==> src/dswp_pkg.sv <==
// shared constants and types for the converter serial write port
// Notes on behaviour
// - frame select low enables shifting
// - data sampled on shift clock falling edges
// - shift register holds sixteen bits
// - sixteenth edge commits code and mode
// - early frame select rise aborts frame
// - two mode bits then fourteen data
// - mode 00 normal, 01 1k, 10 100k
// - reset clears converter register to zero
// - abort clears shift register and count
`default_nettype none
package dswp_pkg;
    localparam int DSWP_FRAME_BITS = 16;
    localparam int DSWP_CODE_BITS = 14;
    localparam int DSWP_CNT_BITS = 5;
    localparam logic [4:0] DSWP_LAST_CNT = 5'h0F;
    localparam logic [4:0] DSWP_CNT_RESET = 5'h00;
    localparam logic [15:0] DSWP_SHIFT_RESET = 16'h0000;
    localparam logic [13:0] DSWP_CODE_RESET = 14'h0000;
    localparam int DSWP_MODE_HI_POS = 15;
    localparam int DSWP_MODE_LO_POS = 14;
    localparam logic [1:0] DSWP_MODE_NORMAL = 2'h0;
    localparam logic [1:0] DSWP_MODE_PD_1K = 2'h1;
    localparam logic [1:0] DSWP_MODE_PD_100K = 2'h2;
    localparam logic [1:0] DSWP_MODE_RESERVED = 2'h3;
    localparam logic [1:0] DSWP_MODE_RESET = 2'h0;

    typedef struct packed {
        logic [1:0] mode;
        logic [13:0] code;
    } dswp_word_type;

    typedef struct packed {
        logic normal;
        logic pd_1k;
        logic pd_100k;
        logic pd_three_state;
    } dswp_mode_dec_type;

    typedef enum logic [1:0] {
        DSWP_IDLE,
        DSWP_SHIFT,
        DSWP_DONE
    } dswp_state_type;

    // one-hot decode of the two mode bits
    function automatic dswp_mode_dec_type dswp_decode(input logic [1:0] m);
        dswp_mode_dec_type d;
        d.normal = (m == DSWP_MODE_NORMAL);
        d.pd_1k = (m == DSWP_MODE_PD_1K);
        d.pd_100k = (m == DSWP_MODE_PD_100K);
        d.pd_three_state = (m == DSWP_MODE_RESERVED);
        return d;
    endfunction
endpackage
`default_nettype wire

==> src/dswp_sync.sv <==
// two-stage synchroniser with edge outputs on the settled level
`default_nettype none
module dswp_sync
    import dswp_pkg::*;
(
    input wire logic clk,
    input wire logic sys_rst,
    input wire logic clk_en,
    input wire logic async_in,
    input wire logic rst_val,
    output logic level,
    output logic rise,
    output logic fall
);
    logic meta_reg;
    logic sync_reg;
    logic last_reg;

    always_ff @(posedge clk)
    begin
        if (sys_rst)
        begin
            meta_reg <= rst_val;
            sync_reg <= rst_val;
            last_reg <= rst_val;
        end
        else if (clk_en)
        begin
            meta_reg <= async_in;
            sync_reg <= meta_reg;
            last_reg <= sync_reg;
        end
    end

    // rst_val must match the pin idle level, else a false edge after reset
    assign level = sync_reg;
    assign rise = clk_en & sync_reg & ~last_reg;
    assign fall = clk_en & ~sync_reg & last_reg;
endmodule
`default_nettype wire

==> src/dswp_port.sv <==
// serial write port: frame capture, commit and abort handling
`default_nettype none
module dswp_port
    import dswp_pkg::*;
(
    input wire logic clk,
    input wire logic sys_rst,
    input wire logic clk_en,
    input wire logic frame_select_n,
    input wire logic shift_clock,
    input wire logic serial_data_in,
    output logic [13:0] code_out,
    output logic [1:0] mode_out,
    output logic normal_out,
    output logic pd_1k_out,
    output logic pd_100k_out,
    output logic commit_pulse,
    output logic abort_pulse
);
    logic sel_lvl;
    logic sel_rise;
    logic sclk_fall;
    logic data_meta_reg;
    logic data_reg;
    logic [15:0] shift_reg;
    logic [15:0] shift_next;
    logic [4:0] cnt_reg;
    logic [4:0] cnt_next;
    dswp_state_type state_reg;
    dswp_state_type state_next;
    dswp_word_type word_reg;
    dswp_word_type word_next;
    dswp_mode_dec_type dec_next;
    logic normal_reg;
    logic pd_1k_reg;
    logic pd_100k_reg;
    logic commit_reg;
    logic abort_reg;
    logic take_bit;
    logic last_bit;
    logic do_commit;
    logic do_abort;

    dswp_sync u_sel (
        .clk(clk),
        .sys_rst(sys_rst),
        .clk_en(clk_en),
        .async_in(frame_select_n),
        .rst_val(1'b1),
        .level(sel_lvl),
        .rise(sel_rise),
        .fall()
    );

    dswp_sync u_sclk (
        .clk(clk),
        .sys_rst(sys_rst),
        .clk_en(clk_en),
        .async_in(shift_clock),
        .rst_val(1'b1),
        .level(),
        .rise(),
        .fall(sclk_fall)
    );

    // data delayed two stages to line up with the clock edge detector
    always_ff @(posedge clk)
    begin
        if (sys_rst)
        begin
            data_meta_reg <= 1'b0;
            data_reg <= 1'b0;
        end
        else if (clk_en)
        begin
            data_meta_reg <= serial_data_in;
            data_reg <= data_meta_reg;
        end
    end

    assign take_bit = (state_reg == DSWP_SHIFT) && !sel_lvl && sclk_fall;
    assign last_bit = take_bit && (cnt_reg == DSWP_LAST_CNT);
    assign do_commit = last_bit;
    // early rise aborts; edge and rise same cycle cannot occur
    assign do_abort = (state_reg == DSWP_SHIFT) && sel_rise;

    always_comb
    begin
        state_next = state_reg;
        shift_next = shift_reg;
        cnt_next = cnt_reg;
        case (state_reg)
            DSWP_IDLE:
            begin
                if (!sel_lvl)
                begin
                    state_next = DSWP_SHIFT;
                    shift_next = DSWP_SHIFT_RESET;
                    cnt_next = DSWP_CNT_RESET;
                end
            end
            DSWP_SHIFT:
            begin
                if (do_abort)
                begin
                    state_next = DSWP_IDLE;
                    shift_next = DSWP_SHIFT_RESET;
                    cnt_next = DSWP_CNT_RESET;
                end
                else if (take_bit)
                begin
                    shift_next = {shift_reg[14:0], data_reg};
                    cnt_next = cnt_reg + 5'h01;
                    if (last_bit)
                    begin
                        state_next = DSWP_DONE;
                    end
                end
            end
            DSWP_DONE:
            begin
                // further edges ignored until select goes high
                if (sel_lvl)
                begin
                    state_next = DSWP_IDLE;
                end
            end
            default:
            begin
                state_next = DSWP_IDLE;
            end
        endcase
    end

    // two mode bits lead fourteen code bits
    assign word_next = do_commit ? dswp_word_type'(shift_next) : word_reg;
    assign dec_next = dswp_decode(word_next.mode);

    always_ff @(posedge clk)
    begin
        if (sys_rst)
        begin
            state_reg <= DSWP_IDLE;
            shift_reg <= DSWP_SHIFT_RESET;
            cnt_reg <= DSWP_CNT_RESET;
            word_reg <= {DSWP_MODE_RESET, DSWP_CODE_RESET};
            normal_reg <= 1'b1;
            pd_1k_reg <= 1'b0;
            pd_100k_reg <= 1'b0;
            commit_reg <= 1'b0;
            abort_reg <= 1'b0;
        end
        else if (clk_en)
        begin
            state_reg <= state_next;
            shift_reg <= shift_next;
            cnt_reg <= cnt_next;
            word_reg <= word_next;
            normal_reg <= dec_next.normal;
            pd_1k_reg <= dec_next.pd_1k;
            pd_100k_reg <= dec_next.pd_100k;
            commit_reg <= do_commit;
            abort_reg <= do_abort;
        end
    end

    assign code_out = word_reg.code;
    assign mode_out = word_reg.mode;
    assign normal_out = normal_reg;
    assign pd_1k_out = pd_1k_reg;
    assign pd_100k_out = pd_100k_reg;
    assign commit_pulse = commit_reg;
    assign abort_pulse = abort_reg;
endmodule
`default_nettype wire

==> config.mk <==
export PLATFORM = sky130hd
export DESIGN_NAME = dswp_port
export DESIGN_NICKNAME = d
export VERILOG_FILES = /design/src/dswp_pkg.sv /design/src/dswp_sync.sv /design/src/dswp_port.sv
export SDC_FILE = /design/constraint.sdc
export NUM_CORES = 1
export LEC_CHECK = 0
export ABC_AREA = 1
export BUFFER_PORTS_ARGS = -buffer_cell sky130_fd_sc_hd__buf_2
export CAP_MARGIN = 20
export CORE_UTILIZATION = 40
export DETAILED_ROUTE_END_ITERATION = 12
export SETUP_SLACK_MARGIN = 0.4
export SLEW_MARGIN = 5
export SYNTH_ARGS = -nofsm -noshare
export SYNTH_HDL_FRONTEND = slang
export SYNTH_SLANG_ARGS = --single-unit
==> constraint.sdc <==
create_clock -name clk -period 2.6 [get_ports clk]
set_input_delay 0.65 -clock clk [delete_from_list [all_inputs] [get_ports clk]]
set_output_delay 0.65 -clock clk [all_outputs]
set_load 0.05 [all_outputs]
# Word level (Yosys, flattened, before mapping)
# Cells that the tools add are included.
# op_classes
n_addsub,1
mul,0
div,0
n_lt_le_gt_ge,0
eq_ne,9
shifts,0
mux,15
bitwise,6
reduce_logical,11
# op_table
op,n
2-to-1 mux 16 bit,4
case mux 16 bit (2 select lines),1
2-to-1 mux 5 bit,3
2-to-1 mux 2 bit,5
case mux 5 bit (2 select lines),1
"!= test 3 bit, second input constant",2
case mux 2 bit (3 select lines),1
"adder 5 x 1 -> 5 bit, second input constant",1
"== test 5 x 4 -> 1 bit, second input constant",1
AND reduction 5 bit,1
AND 1 bit,4
"== test 2 x 1 -> 1 bit, second input constant",2
"== test 2 bit, second input constant",2
logical AND 1 bit,4
logical NOT 2 bit,2
AND reduction 4 bit,1
"!= test 2 x 1 -> 1 bit, second input constant",1
"!= test 2 bit, second input constant",1
NOT 1 bit,2
AND reduction 2 bit,1
nonzero test 2 bit,1
logical NOT 1 bit,1
# totals
reg_bits,52
latchBits,0
mem_bits_rw,0
mem_bits_ro,0
input_bits,6
out_inout_bits,21
memories,0

# Logic depth before layout (Yosys ltp)
# logic_depth
ltp_word,9
mapped_depth,11
ltp_nobuf,10

# Hierarchy
# Synthesis repeated with hierarchy kept, for this count alone.
# hier_totals
cells_unflattened,343
area_unflattened_um2,2508.7
# modules_own_cells
mod,n_inst,cells_per_inst,area_each_um2,seq_area_each_um2
dswp_port,1,311,2225.9,920.9
dswp_sync,2,16,141.4,90.1

# Worst setup path before layout
# No wires, ideal clock.
# synth_path
kind,input port to flip-flop
from,in clk_en
to,reg cnt_reg[3]
setup_ns,0.129
arrival_ns,1.538
required_ns,2.471
path_slack_ns,0.933
stages,9
n_path_buf,2
cell_sequence,buf_4 -> inv_2 -> nor2_2 -> nand3_1 -> nand2_1 -> nand3_2 -> buf_2 -> nor3_1 -> nor3b_1
# synth_via
elab_chain_cells,5
# synth_rtl
element,line_no,rtl
"start, declared",dswp_port.sv:8,"input wire logic clk_en,"
AND 1 bit (on tied branches) (2 in a row),"dswp_sync.sv:38, dswp_sync.sv:37",
logical AND 1 bit (on tied branches),"dswp_port.sv:81, dswp_port.sv:85",
!= test 3 bit (no source line) or 2-to-1 mux 5 bit (tied branches),--,
AND reduction 4 bit (no source line) or case mux 5 bit (2 select lines) (tied branches),--,
"end signal, assigned",dswp_port.sv:157,cnt_reg <= cnt_next;
"end, declared",dswp_port.sv:27,logic [4:0] cnt_reg;
# Several ways; a longest one is shown, not always the timed one.
# A chain may end at the register's enable or synchronous reset.

# Worst setup path after layout
# Same ends and word-level chain as after synthesis.

==> out/metrics.csv <==
stage;metric;value;unit
run_status;outcome;finished, final reports clean;
sta;finClkSkew;0.0107;ns
grt;grt_pass1_vias;1479;
grt;globalRoute.totalOverflow;0;
power;power;1.34;mW
place;io_buffers;26;
finish;area_growth;13.3;%
die;coreArea;4500;um2
routing;ant_nets;0;
setup_path;cp_max_fo;18;
setup_path;crit_buf_inv;1;
place;placed_cell_area;2120;um2
grt;grt_pass1_wl;6.93;mm
clocking;clock-sinks;51;
die;die_x;71.7;um
routing;vias;1623;
finish;utilization;48.9;%
clocking;cts_resized;0;
finish;largest_register_ffs;15;
die;die_h;71.7;um
clocking;clk_pin_slew;0.09;ns
routing;drc_errors;0;
grt;grt_usage;17.3;%
synth;synth_cells;248;
routing;avgViaCountPerCell;4.98;
routing;drt_iter0_markers;100;
setup_path;critPathRequiredTime;2.78;ns
sta;hold_viol_final;0;
finish;final_common_cell;nand2_1;
clocking;cts_buffers;5;
clocking;cts_setup_buffers;0;
routing;avgRoutedWirePerCell;12.1;um
sta;fin_ws;0.764;ns
clocking;clock-root-buffer;clkbuf_8;
place;dp_worst_setup_slack;0.436;ns
setup_path;end_kind;flop;
synth;yosys_warnings;0;
worst_hold_path;hp-class;flop to flop;
finish;instances_no_fill;326;
place;dpl.hpwl;2.70;mm
finish;stdcell_area;2200;um2
finish;drive_gt1_share;18.6;%
finish;fin_nets;281;
power;power_leakage;0.923;nW
setup_path;critical_path_class;primary input to flop;
job;cap_viol_max_count;0;
synth;synth_cell_types;24;
setup_path;crit_family;simple AND/OR/NAND/NOR gates;
routing;wirelength;3.93;mm
power;power_density;607;nW/um2
grt;antenna_found_initial;0;
clocking;holdBufCountCts;0;
place;dp_cells;318;
setup_path;path_cells;buf_2, nand2_1, nor2_2, nor2_2, nand2_1, nand3_2, o21ai_0, nor3b_1;
synth;yosysSeqAreaShare;52.5;%
synth;ys_seq_elements;51;
clocking;cts_max_level;2;
sta;setup_tns;0;ns
sta;slew_violations;0;
power;ir_drop;332;uV
setup_path;crit_arrival;2.02;ns
sta;fmax;0.545;GHz
synth;syn-num-nets;256;
clocking;cts_buffer_depth;2;
setup_path;cp-start-kind;primary input;
die;die-area;5140;um2
synth;syn_area;1940;um2
setup_path;slowest_delay;0.37;ns
sta;finalCriticalPeriod;1.84;ns
routing;dr.pass1.iters;4;
sta;whs;0.465;ns
die;rows;24;
finish;n_antenna_cell;0;
sta;min_period_over_period;70.6;%
grt;grt_max_degree;19;
clocking;cts_tree;done;
sta;relSlewSlack;71.3;%
place;gp_routability_congestion;0.825;
die;pin_count;27;
setup_path;cpMaxStageDelayCell;o21ai_0;
synth;syn_avg_cell_area;7.84;um2
finish;final_cell_mix;nand2_1 (52), dfxtp_1 (51), a21oi_1 (37);
sta;setup_viol;0;
sta;grt_setup_unrepaired;no;
sta;worst_pin_slew;0.430;ns
clocking;clk_latency;0.30;ns
die;start_util;43.1;%
-- synthesized netlist by cell type --
master,number,area [um2]
o21ai_0,24,120
a211oi_1,1,7.51
clkbuf_1,6,22.5
buf_1,1,3.75
a21boi_0,1,7.51
ha_1,2,25.0
or2_2,2,12.5
a31oi_1,1,6.26
nor3_1,5,25.0
nor3b_1,2,15.0
nand2_1,52,195
nor2_1,14,52.6
nand3_2,2,20.0
o21ai_1,3,15.0
nand4_1,1,6.26
inv_1,18,67.6
nand3_1,10,50.1
or3_1,1,6.26
dfxtp_1,51,1020
nor2_2,5,31.3
a21oi_1,37,185
buf_4,2,15.0
buf_2,5,25.0
inv_2,2,7.51
-- worst paths after layout --
| check | end | slack [ns] | from | cells past startpoint |
|---|---|---|---|---|
| setup / recovery | cnt_reg[3] | 0.76 | clk_en | 8 |
| hold / removal | shift_reg[13] | 0.46 | shift_reg[13] | 2 |
| setup reg to reg | code_out[8] | 0.81 | cnt_reg[0] | 9 |
| hold reg to reg | shift_reg[13] | 0.46 | shift_reg[13] | 2 |
-- layer usage --
layer  part of all wire (%)  wire length (um)  up-vias  GRT usage, %
li1                       -                 -      863             -
met1                     54              2130      729          25.4
met2                     42              1630       27          25.3
met3                    3.5               137        4          4.22
met4                   0.92                36        0          4.58
met5                      0                 0        -             0
-- area by class of cell --
cell class,count,area (um2)
clock buffers,5,68.8
clock inverters,3,15.0
fillers,443,2300
inverters,20,75.1
multi-input cells,163,781
flip-flops and latches,51,1020
well taps,52,65.1
repair buffers,32,175
-- power breakdown --
group / switching [mW] / leakage (nW) / internal, mW / total (mW)
clock network: 0.255 / 0.0477 / 0.185 / 0.439
registers: 0.0111 / 0.414 / 0.795 / 0.806
logic: 0.0620 / 0.462 / 0.0290 / 0.0910
-- worst register-to-register path: cells and delay by family, from the launching register on --
family          cells  cell delay [ns]
flops               1             0.38
simple gates        2             0.27
buf+inv             3             0.51
compound gates      2             0.21
fa+ha+maj           2             0.35
-- cell families (layout without fill, tap and decap cells) --
kind of cell | after synthesis | in the layout | share of synthesized area, %
AND/OR/NAND/NOR | 94 | 94 | 21.3
AO/OA/AOI/OAI | 67 | 67 | 17.6
flip-flops | 51 | 51 | 52.5
buffers and inverters | 34 | 60 | 7.28
adder cells (fa/ha/maj) | 2 | 2 | 1.29
Note: power is estimated with default switching activity, not from simulation.
